`src/core/sma_consts.svh`:
```
// constants for the special-function-register math accelerator
//
// Behaviour
// - operation chosen by order of operand writes
// - divide: A bytes LSB first, then B
// - divide busy 9 or 6 machine cycles
// - divide results: quotient MSB first, remainder
// - divide takes 36 or 24 clocks
// - multiply: B low/high, then A low/high
// - multiply busy 6 cycles, product MSB first
// - shift: load A, set controls, 9 cycles
// - shift result read from A MSB first
// - normalize: load A, write count zero
// - normalize gives mantissa and 5-bit exponent
// - unrelated accesses leave sequence undisturbed
// - out-of-order access corrupts; clearing busy restarts
// - multiply/divide results added to 40-bit accumulator
// - accumulator: five writes LSB, reads MSB first
`ifndef SMA_CONSTS_SVH
`define SMA_CONSTS_SVH

// -----------------------------------------------------------------
// device register addresses on the accelerator port
// -----------------------------------------------------------------
`define SMA_ADR_OPA        3'h0
`define SMA_ADR_OPB        3'h1
`define SMA_ADR_ACC        3'h2
`define SMA_ADR_CNT        3'h3
`define SMA_ADR_STAT       3'h4

// -----------------------------------------------------------------
// field positions and reset values
// -----------------------------------------------------------------
`define SMA_STAT_BUSY_BIT  7
`define SMA_STAT_DIR_BIT   6
`define SMA_ACC_BYTES      3'h5
`define SMA_ACC_RST        40'h00_0000_0000

// -----------------------------------------------------------------
// timing: clock periods per machine cycle and per operation
// -----------------------------------------------------------------
`define SMA_MC_CLKS        4
`define SMA_DIV32_MC       9
`define SMA_DIV16_MC       6
`define SMA_MUL_MC         6
`define SMA_SHIFT_MC       9
`define SMA_NORM_MC        9
`define SMA_DIV32_CYC      6'(`SMA_DIV32_MC * `SMA_MC_CLKS)
`define SMA_DIV16_CYC      6'(`SMA_DIV16_MC * `SMA_MC_CLKS)
`define SMA_MUL_CYC        6'(`SMA_MUL_MC * `SMA_MC_CLKS)
`define SMA_SHIFT_CYC      6'(`SMA_SHIFT_MC * `SMA_MC_CLKS)
`define SMA_NORM_CYC       6'(`SMA_NORM_MC * `SMA_MC_CLKS)

// -----------------------------------------------------------------
// host wishbone map and command fields
// -----------------------------------------------------------------
`define SMA_WB_CMD         4'h0
`define SMA_WB_STAT        4'h4
`define SMA_CMD_RD_BIT     16
`define SMA_WB_PEND_BIT    8
`define SMA_WB_BUSY_BIT    9

`endif

```
`src/core/sma_pkg.sv`:
```
// types shared by both ends of the math accelerator
package sma_pkg;

   // -----------------------------------------------------------------
   // sequencer states of the accelerator
   // -----------------------------------------------------------------
   typedef enum logic [2:0] {
      IDLE,    // nothing loaded
      LOAD_A,  // operand a written first: divide, shift or normalize
      LOAD_B,  // operand b written first: multiply
      RUN,     // operation in progress, busy set
      DONE,    // results ready for reading
      ERR      // sequence corrupted, waits for busy clear
   } sma_state_e;

   // -----------------------------------------------------------------
   // whole device state
   // -----------------------------------------------------------------
   typedef struct packed {
      sma_state_e  st;     // sequencer state
      logic [2:0]  a_cnt;  // operand a bytes written
      logic [1:0]  b_cnt;  // operand b bytes written
      logic [31:0] opa;    // operand a, bytes shift in from the top
      logic [15:0] opb;    // operand b
      logic [31:0] res;    // main result, read msb first
      logic [15:0] rem;    // remainder
      logic [39:0] acc;    // running accumulator
      logic [2:0]  acc_ri; // accumulator read index
      logic [4:0]  cnt;    // shift count or exponent
      logic        dir;    // shift direction, 1 = right
      logic        busy;   // busy flag
      logic [5:0]  wait_c; // clocks left in run
      logic [7:0]  rdata;  // read data to port
   } sma_dev_s;

   // -----------------------------------------------------------------
   // whole host state
   // -----------------------------------------------------------------
   typedef struct packed {
      logic        ack;    // wishbone ack
      logic [31:0] dat;    // wishbone read data
      logic [2:0]  addr;   // port address
      logic        wr;     // port write strobe
      logic        rd;     // port read strobe
      logic [7:0]  wdata;  // port write data
      logic        cap;    // capture read data this cycle
      logic [7:0]  last;   // last byte read
      logic        pend;   // access in flight
   } sma_host_s;

endpackage : sma_pkg

```
`src/core/sma_if.sv`:
```
// register port between the controller and the math accelerator
interface sma_if;
   logic [2:0] addr;            // register select
   logic       wr;              // write strobe, one cycle
   logic       rd;              // read strobe, one cycle
   logic [7:0] wdata;           // write data
   logic [7:0] rdata;           // read data, valid cycle after rd
   logic       accel_busy_flag; // busy flag level

   modport dev  (input addr, wr, rd, wdata, output rdata, accel_busy_flag);
   modport host (output addr, wr, rd, wdata, input rdata, accel_busy_flag);
endinterface : sma_if

```
`src/core/sma_device.sv`:
```
// math accelerator: operand sequencer, arithmetic and accumulator
`include "sma_consts.svh"

module sma_device (
   input  wire logic clk_i, // core clock
   input  wire logic rst_i, // synchronous reset, high
   sma_if.dev        port   // register port
);

   // -----------------------------------------------------------------
   // state
   // -----------------------------------------------------------------
   sma_pkg::sma_dev_s q;      // registered state
   sma_pkg::sma_dev_s next_q; // next state

   // leading zero count for normalize; zero input reports zero
   function automatic logic [4:0] sma_lz(input logic [31:0] v);
      logic [4:0] n;
      logic       hit;
      n   = 5'h00;
      hit = 1'b0;
      for (int i = 31; i >= 0; i--) begin
         if (!hit && v[i]) begin
            hit = 1'b1;
            n   = 5'(31 - i);
         end
      end
      return n;
   endfunction : sma_lz

   // -----------------------------------------------------------------
   // arithmetic, computed at launch; the wait only models latency
   // -----------------------------------------------------------------
   logic [31:0] dvd;     // dividend, 16 or 32 bits
   logic [31:0] quo;     // quotient
   logic [15:0] rmd;     // remainder
   logic [15:0] dvs;     // divisor as it stands at the launch write
   logic [31:0] prod;    // product
   logic [31:0] shl;     // shifted value
   logic [4:0]  lz;      // normalize shift
   logic        wr_a;    // decoded strobes
   logic        wr_b;
   logic        wr_c;
   logic        rd_a;
   logic        rd_b;
   logic        rd_c;
   logic        acc_a;   // any access to a, b or c

   always_comb begin
      // 16-bit dividend sits in the top half after two writes
      dvd  = (q.a_cnt == 3'h2) ? {16'h0000, q.opa[31:16]} : q.opa;
      // divide by zero gives all ones and keeps the dividend low half
      // divisor high byte is still on the port at the launch write
      dvs  = {port.wdata, q.opb[15:8]};
      quo  = (dvs == 16'h0000) ? 32'hffff_ffff : dvd / {16'h0000, dvs};
      rmd  = (dvs == 16'h0000) ? dvd[15:0] : 16'(dvd % {16'h0000, dvs});
      // multiplicand high byte likewise arrives with the launch write
      prod = {16'h0000, port.wdata, q.opa[31:24]} * {16'h0000, q.opb};
      shl  = q.dir ? (q.opa >> port.wdata[4:0]) : (q.opa << port.wdata[4:0]);
      lz   = sma_lz(q.opa);
   end

   // address decode; other addresses fall through untouched
   always_comb begin
      wr_a   = port.wr && port.addr == `SMA_ADR_OPA;
      wr_b   = port.wr && port.addr == `SMA_ADR_OPB;
      wr_c   = port.wr && port.addr == `SMA_ADR_ACC;
      rd_a   = port.rd && port.addr == `SMA_ADR_OPA;
      rd_b   = port.rd && port.addr == `SMA_ADR_OPB;
      rd_c   = port.rd && port.addr == `SMA_ADR_ACC;
      acc_a  = wr_a || wr_b || wr_c || rd_a || rd_b || rd_c;
   end

   // -----------------------------------------------------------------
   // next state
   // -----------------------------------------------------------------
   always_comb begin
      next_q = q;

      // register reads: data shows the cycle after the strobe
      if (port.rd) begin
         unique case (port.addr)
            `SMA_ADR_OPA:  next_q.rdata = q.res[31:24];          // msb first
            `SMA_ADR_OPB:  next_q.rdata = q.rem[15:8];           // high then low
            `SMA_ADR_ACC:  next_q.rdata = q.acc[8 * (4 - q.acc_ri) +: 8];
            `SMA_ADR_CNT:  next_q.rdata = {3'h0, q.cnt};         // exponent
            `SMA_ADR_STAT: next_q.rdata = {q.busy, q.dir, 6'h00};
            default:       next_q.rdata = 8'h00;                 // unmapped reads zero
         endcase
      end

      // control register write: direction, and busy clear restarts
      if (port.wr && port.addr == `SMA_ADR_STAT) begin
         next_q.dir = port.wdata[`SMA_STAT_DIR_BIT];
      end

      unique case (q.st)
         // accepting a new sequence; results may still be read
         sma_pkg::IDLE, sma_pkg::DONE: begin
            if (rd_a) begin
               next_q.res = {q.res[23:0], 8'h00}; // step to next byte
            end
            if (rd_b) begin
               next_q.rem = {q.rem[7:0], 8'h00};
            end
            if (rd_c) begin
               next_q.acc_ri = (q.acc_ri == `SMA_ACC_BYTES - 3'h1) ? 3'h0 : q.acc_ri + 3'h1;
            end
            if (wr_c) begin
               next_q.acc = {port.wdata, q.acc[39:8]}; // five writes lsb first
            end
            if (wr_a) begin
               // a first selects divide, shift or normalize
               next_q.st    = sma_pkg::LOAD_A;
               next_q.a_cnt = 3'h1;
               next_q.b_cnt = 2'h0;
               next_q.opa   = {port.wdata, q.opa[31:8]};
            end else if (wr_b) begin
               // b first selects multiply
               next_q.st    = sma_pkg::LOAD_B;
               next_q.b_cnt = 2'h1;
               next_q.a_cnt = 3'h0;
               next_q.opb   = {port.wdata, q.opb[15:8]};
            end
         end

         // dividend bytes, then divisor, or count for shift
         sma_pkg::LOAD_A: begin
            if (wr_a && q.a_cnt < 3'h4 && q.b_cnt == 2'h0) begin
               next_q.a_cnt = q.a_cnt + 3'h1;
               next_q.opa   = {port.wdata, q.opa[31:8]}; // lsb first
            end else if (wr_b && (q.a_cnt == 3'h2 || q.a_cnt == 3'h4)) begin
               next_q.b_cnt = q.b_cnt + 2'h1;
               next_q.opb   = {port.wdata, q.opb[15:8]};
               if (q.b_cnt == 2'h1) begin
                  // divisor high byte launches the divide
                  next_q.st     = sma_pkg::RUN;
                  next_q.busy   = 1'b1;
                  next_q.wait_c = (q.a_cnt == 3'h4) ? `SMA_DIV32_CYC
                                                    : `SMA_DIV16_CYC;
                  // 16-bit quotient is left aligned so two reads suffice
                  next_q.res    = (q.a_cnt == 3'h4) ? quo : {quo[15:0], 16'h0000};
                  next_q.rem    = rmd;
                  next_q.acc    = q.acc + {8'h00, quo};
               end
            end else if (acc_a) begin
               next_q.st   = sma_pkg::ERR; // out of order
               next_q.busy = 1'b1;
            end else if (port.wr && port.addr == `SMA_ADR_CNT && q.a_cnt == 3'h4
                         && q.b_cnt == 2'h0) begin
               next_q.st   = sma_pkg::RUN;
               next_q.busy = 1'b1;
               if (port.wdata[4:0] == 5'h00) begin
                  // zero count means normalize
                  next_q.res    = q.opa << lz;
                  next_q.cnt    = lz;
                  next_q.wait_c = `SMA_NORM_CYC;
               end else begin
                  next_q.res    = shl;
                  next_q.cnt    = port.wdata[4:0];
                  next_q.wait_c = `SMA_SHIFT_CYC;
               end
            end
         end

         // multiplier bytes then multiplicand bytes
         sma_pkg::LOAD_B: begin
            if (wr_b && q.b_cnt == 2'h1 && q.a_cnt == 3'h0) begin
               next_q.b_cnt = 2'h2;
               next_q.opb   = {port.wdata, q.opb[15:8]};
            end else if (wr_a && q.b_cnt == 2'h2) begin
               next_q.a_cnt = q.a_cnt + 3'h1;
               next_q.opa   = {port.wdata, q.opa[31:8]};
               if (q.a_cnt == 3'h1) begin
                  // multiplicand high byte launches
                  next_q.st     = sma_pkg::RUN;
                  next_q.busy   = 1'b1;
                  next_q.wait_c = `SMA_MUL_CYC;
                  next_q.res    = prod;
                  next_q.acc    = q.acc + {8'h00, prod};
               end
            end else if (acc_a) begin
               next_q.st   = sma_pkg::ERR;
               next_q.busy = 1'b1;
            end
         end

         // latency countdown; busy readable all along
         sma_pkg::RUN: begin
            if (acc_a) begin
               next_q.st   = sma_pkg::ERR;
               next_q.busy = 1'b1;
            end else if (q.wait_c == 6'h01) begin
               next_q.st   = sma_pkg::DONE;
               next_q.busy = 1'b0;
            end else begin
               next_q.wait_c = q.wait_c - 6'h01;
            end
         end

         // stuck until software clears busy
         sma_pkg::ERR: begin
            next_q.busy = 1'b1;
         end
      endcase

      // clearing busy returns to idle from anywhere
      if (port.wr && port.addr == `SMA_ADR_STAT && !port.wdata[`SMA_STAT_BUSY_BIT]) begin
         next_q.st     = sma_pkg::IDLE;
         next_q.busy   = 1'b0;
         next_q.a_cnt  = 3'h0;
         next_q.b_cnt  = 2'h0;
         next_q.acc_ri = 3'h0;
         next_q.wait_c = 6'h00;
      end
   end

   // -----------------------------------------------------------------
   // state register
   // -----------------------------------------------------------------
   always_ff @(posedge clk_i) begin
      if (rst_i) begin
         q <= '{st: sma_pkg::IDLE, acc: `SMA_ACC_RST, default: '0};
      end else begin
         q <= next_q;
      end
   end

   // outputs straight from flops
   assign port.rdata           = q.rdata;
   assign port.accel_busy_flag = q.busy;

endmodule : sma_device

```
`src/flat_wrapper.sv`:
```
// flat-port wrapper written by rule: the top's interface ports become plain ports
module sma_device_flat 
  (clk_i, rst_i, port_addr, port_wr, port_rd, port_wdata, port_rdata, port_accel_busy_flag);
  sma_if port_i ();
  input  wire logic clk_i;
  input  wire logic rst_i;
  input wire logic [$bits(port_i.addr)-1:0] port_addr;
  input wire logic [$bits(port_i.wr)-1:0] port_wr;
  input wire logic [$bits(port_i.rd)-1:0] port_rd;
  input wire logic [$bits(port_i.wdata)-1:0] port_wdata;
  output wire logic [$bits(port_i.rdata)-1:0] port_rdata;
  output wire logic [$bits(port_i.accel_busy_flag)-1:0] port_accel_busy_flag;
  assign port_i.addr = port_addr;
  assign port_i.wr = port_wr;
  assign port_i.rd = port_rd;
  assign port_i.wdata = port_wdata;
  assign port_rdata = port_i.rdata;
  assign port_accel_busy_flag = port_i.accel_busy_flag;
  sma_device u_core (.clk_i(clk_i), .rst_i(rst_i), .port(port_i));
endmodule
```
`config.mk`:
```
export PLATFORM = sky130hd
export DESIGN_NAME = sma_device_flat
export DESIGN_NICKNAME = d
export VERILOG_FILES = /design/src/core/sma_pkg.sv /design/src/core/sma_if.sv /design/src/core/sma_device.sv /design/src/flat_wrapper.sv
export VERILOG_INCLUDE_DIRS = /design/src /design/src/core
export SDC_FILE = /design/constraint.sdc
export NUM_CORES = 2
export LEC_CHECK = 0
export ABC_AREA = 1
export BUFFER_PORTS_ARGS = -buffer_cell sky130_fd_sc_hd__buf_2
export CELL_PAD_IN_SITES_DETAIL_PLACEMENT = 2
export CELL_PAD_IN_SITES_GLOBAL_PLACEMENT = 2
export CORE_AREA = 2 2 287 430
export CTS_CLUSTER_SIZE = 20
export DETAILED_ROUTE_END_ITERATION = 8
export DIE_AREA = 0 0 289 432
export PLACE_DENSITY_LB_ADDON = 0.1
export RECOVER_POWER = 25
export SYNTH_ARGS = -nofsm -noshare
export SYNTH_HDL_FRONTEND = slang
export SYNTH_SLANG_ARGS = --single-unit
```
`constraint.sdc`:
```
create_clock -name clk_i -period 165.3 [get_ports clk_i]
set_input_delay 8.265 -clock clk_i [delete_from_list [all_inputs] [get_ports clk_i]]
set_output_delay 8.265 -clock clk_i [all_outputs]
set_load 0.005 [all_outputs]
```
==> reports/metrics.cfg <==
[outcome]
status=finished, violations left
violations=capacitance limit, slew limit

[synthesis]
ys_warn_count=0
synthTopCellsByArea=ha_1 14%, nand2_1 14%, inv_1 8.8%, fa_1 8.2%, o21ai_0 8.1%
netlist_instances=7747
synth_top_cells_by_count=1782 x nand2_1, 1129 x inv_1, 783 x o21ai_0, 591 x a21oi_1, 541 x ha_1
syn-cell-area_mm2=0.0481
synth_edf_count=0
synth.largest_area_cell=ha_1
async_flop_share=0
ys_seq_area_frac=0.0699
syn-num-nets=8499
ys.flop_type=dfxtp_1
ys_seq_elements=168
synth.most_common_cell=nand2_1
syn_area_per_cell_um2=6.21
synth_cell_types=85
synth_top_area_share=0.141

[drt]
drc=0
wl_um=222000
dr_total_vias=53700
drt-vias-per-instance=5.85
postRouteAntennaNets=0
wl_per_cell_um=24.1
drt_iter0_drc=2394
firstDrtPassIters=5

[sta]
max-slew-margin-rel=-1.47
rsz0062_at_grt=no
fin_crit_sh=0.662
tns_ns=0
setup_viol_count_final=0
min_period_ns=109.48
fin_skew_ns=0.0208
slew_violations=145
max_freq_mhz=9.13
worst_pin_slew_ns=3.70
hold_viol=0

[placement]
port_buffers=23
place_area_mm2=0.0494
dpl.hpwl_um=179000
gp_congestion=0.990

[clocking]
htree_levels=4
cts_setup_buffers=0
cts_buffer_depth=2
cts.sinks=168
cts_tree=done
cts_made_buffers=17
cts-root-buf=clkbuf_16
cts.repair.resized=0
clk_latency_ns=0.51
ctsHoldBuffers=0
clkTransAtPathRegs_ns=0.09

[hold_path]
min_path_type=reg -> reg

[finish]
area_growth_pct=3.91
postLayoutCellArea_mm2=0.0500
drive_gt1_frac=0.0743
nets=8325

[worst_setup_path]
rr_endpoint=u_core.q[62]$_SDFFE_PP0P_
worstSetupEndpointType=flop
slowest_stage=a31oi_1
reg2regPathDepth=596
crit_end=u_core.q[62]$_SDFFE_PP0P_
critPathMostFrequentCell=nand2_1
worstSetupPathType=in -> reg
reg2reg_slack_ns=62.76
cp.arrival_ns=109.72
reg2reg_from=u_core.q[162]$_SDFFE_PP0P_
crit_fanout=49
critPathMaxStageDelay_ns=0.81
crit_start=port_wdata[0]
required_ns=165.54
start_kind=input port

[global_routing]
overflow=0
grt_pass1_vias=59500
antenna_found_initial=7
grt_max_degree=86
grt_pass1_wl_um=339000
grtUsageTotal=0.350

[floorplanning]
core_mm2=0.121
fp.dieH_um=432
initial_core_util=0.396
die_x_um=289
io_pins=24
rows=157
fp.dieArea_mm2=0.125

[job]
max-cap-violations=2

## layout make-up
cell class | instances | area [µm²]
Sequential cell | 168 | 3360
Fill cell | 15500 | 71400
Antenna cell | 4 | 10.0
Inverter | 1181 | 4490
Clock inverter | 15 | 174
Timing Repair Buffer | 120 | 821
Tap cell | 1590 | 1990
Multi-Input combinational cell | 6085 | 38700
Clock buffer | 17 | 425
## cell families (layout without fill, tap and decap cells)
logic type      count (synthesis)  after routing  share of synthesized area
other cells                     0              4                          0
mux                            13             13                    0.00270
buf+inv                      1494           1333                      0.126
compound gates               1816           1816                      0.213
simple gates                 3179           3179                      0.304
fa+ha+maj                     737            737                      0.222
xor+xnor                      340            340                     0.0619
flops                         168            168                     0.0699
## worst min-delay path by stage
stage,cells past startpoint,slack (ns),from,endpoint
floorplan,2,0.44,u_core.q[64]$_SDFFE_PP0P_,u_core.q[64]$_SDFFE_PP0P_
global placement,2,0.45,u_core.q[59]$_SDFFE_PP0P_,u_core.q[59]$_SDFFE_PP0P_
detailed placement,2,0.46,u_core.q[68]$_SDFFE_PP0P_,u_core.q[68]$_SDFFE_PP0P_
CTS,2,0.48,u_core.q[59]$_SDFFE_PP0P_,u_core.q[59]$_SDFFE_PP0P_
global route,2,0.50,u_core.q[12]$_SDFFE_PP0P_,u_core.q[12]$_SDFFE_PP0P_
finish,2,0.48,u_core.q[67]$_SDFFE_PP0P_,u_core.q[67]$_SDFFE_PP0P_
## state kept, by name, summed over array words and instances (netlist names)
signal,count
u_core.port.accel_busy_flag,1
u_core.dvs,8
u_core.q,151
u_core.port.rdata,8
## critical path, delay by kind of cell
kind                       cells  cell delay, ns
xor gates and xnor gates       1            0.08
adders and majority gates     33           10.90
buffers and inverters        116           16.17
and+or+nand+nor              229           29.65
AOI/OAI and AO/OA            213           44.26
## through the flow
step / hold slack [ns] / std cells / utilization / setup WS [ns]
floorplan: 0.443 / 7747 / - / 71.25
global placement: 0.453 / 9144 / 0.407 / 62.24
detailed placement: 0.459 / 9144 / 0.407 / 55.55
CTS: 0.478 / 9176 / 0.412 / 55.73
global route: 0.502 / 9176 / 0.412 / 43.55
finish: 0.481 / 9180 / 0.412 / 55.82
## routing by layer
metal / up-vias / part of all wire / global-route usage
met5: - / 0.000063 / 0
met4: 2 / 0.080 / 0.245
met3: 700 / 0.037 / 0.0384
met2: 1225 / 0.52 / 0.651
met1: 26800 / 0.37 / 0.362
li1: 25000 / - / -
## placed cells by master (no fill, tap or decap), types with 30 or more instances in the layout
master	instances
nand2_1	1781
inv_1	1119
o21ai_0	783
a21oi_1	589
ha_1	541
nor2_1	515
nand3_1	355
xor2_1	226
fa_1	196
dfxtp_1	168
xnor2_1	114
nand4_1	95
buf_4	94
nand2_2	78
a31oi_1	58
or2_2	53
nand3_2	53
nor3_1	51
o211ai_1	50
o21bai_1	49
inv_2	38
nand2_4	37
nor2_4	34
o21ai_1	33
nor2_2	31
a21o_1	30
Power is not shown: default switching activity piles up to over one toggle a cycle in this logic, so the estimate is an artifact.
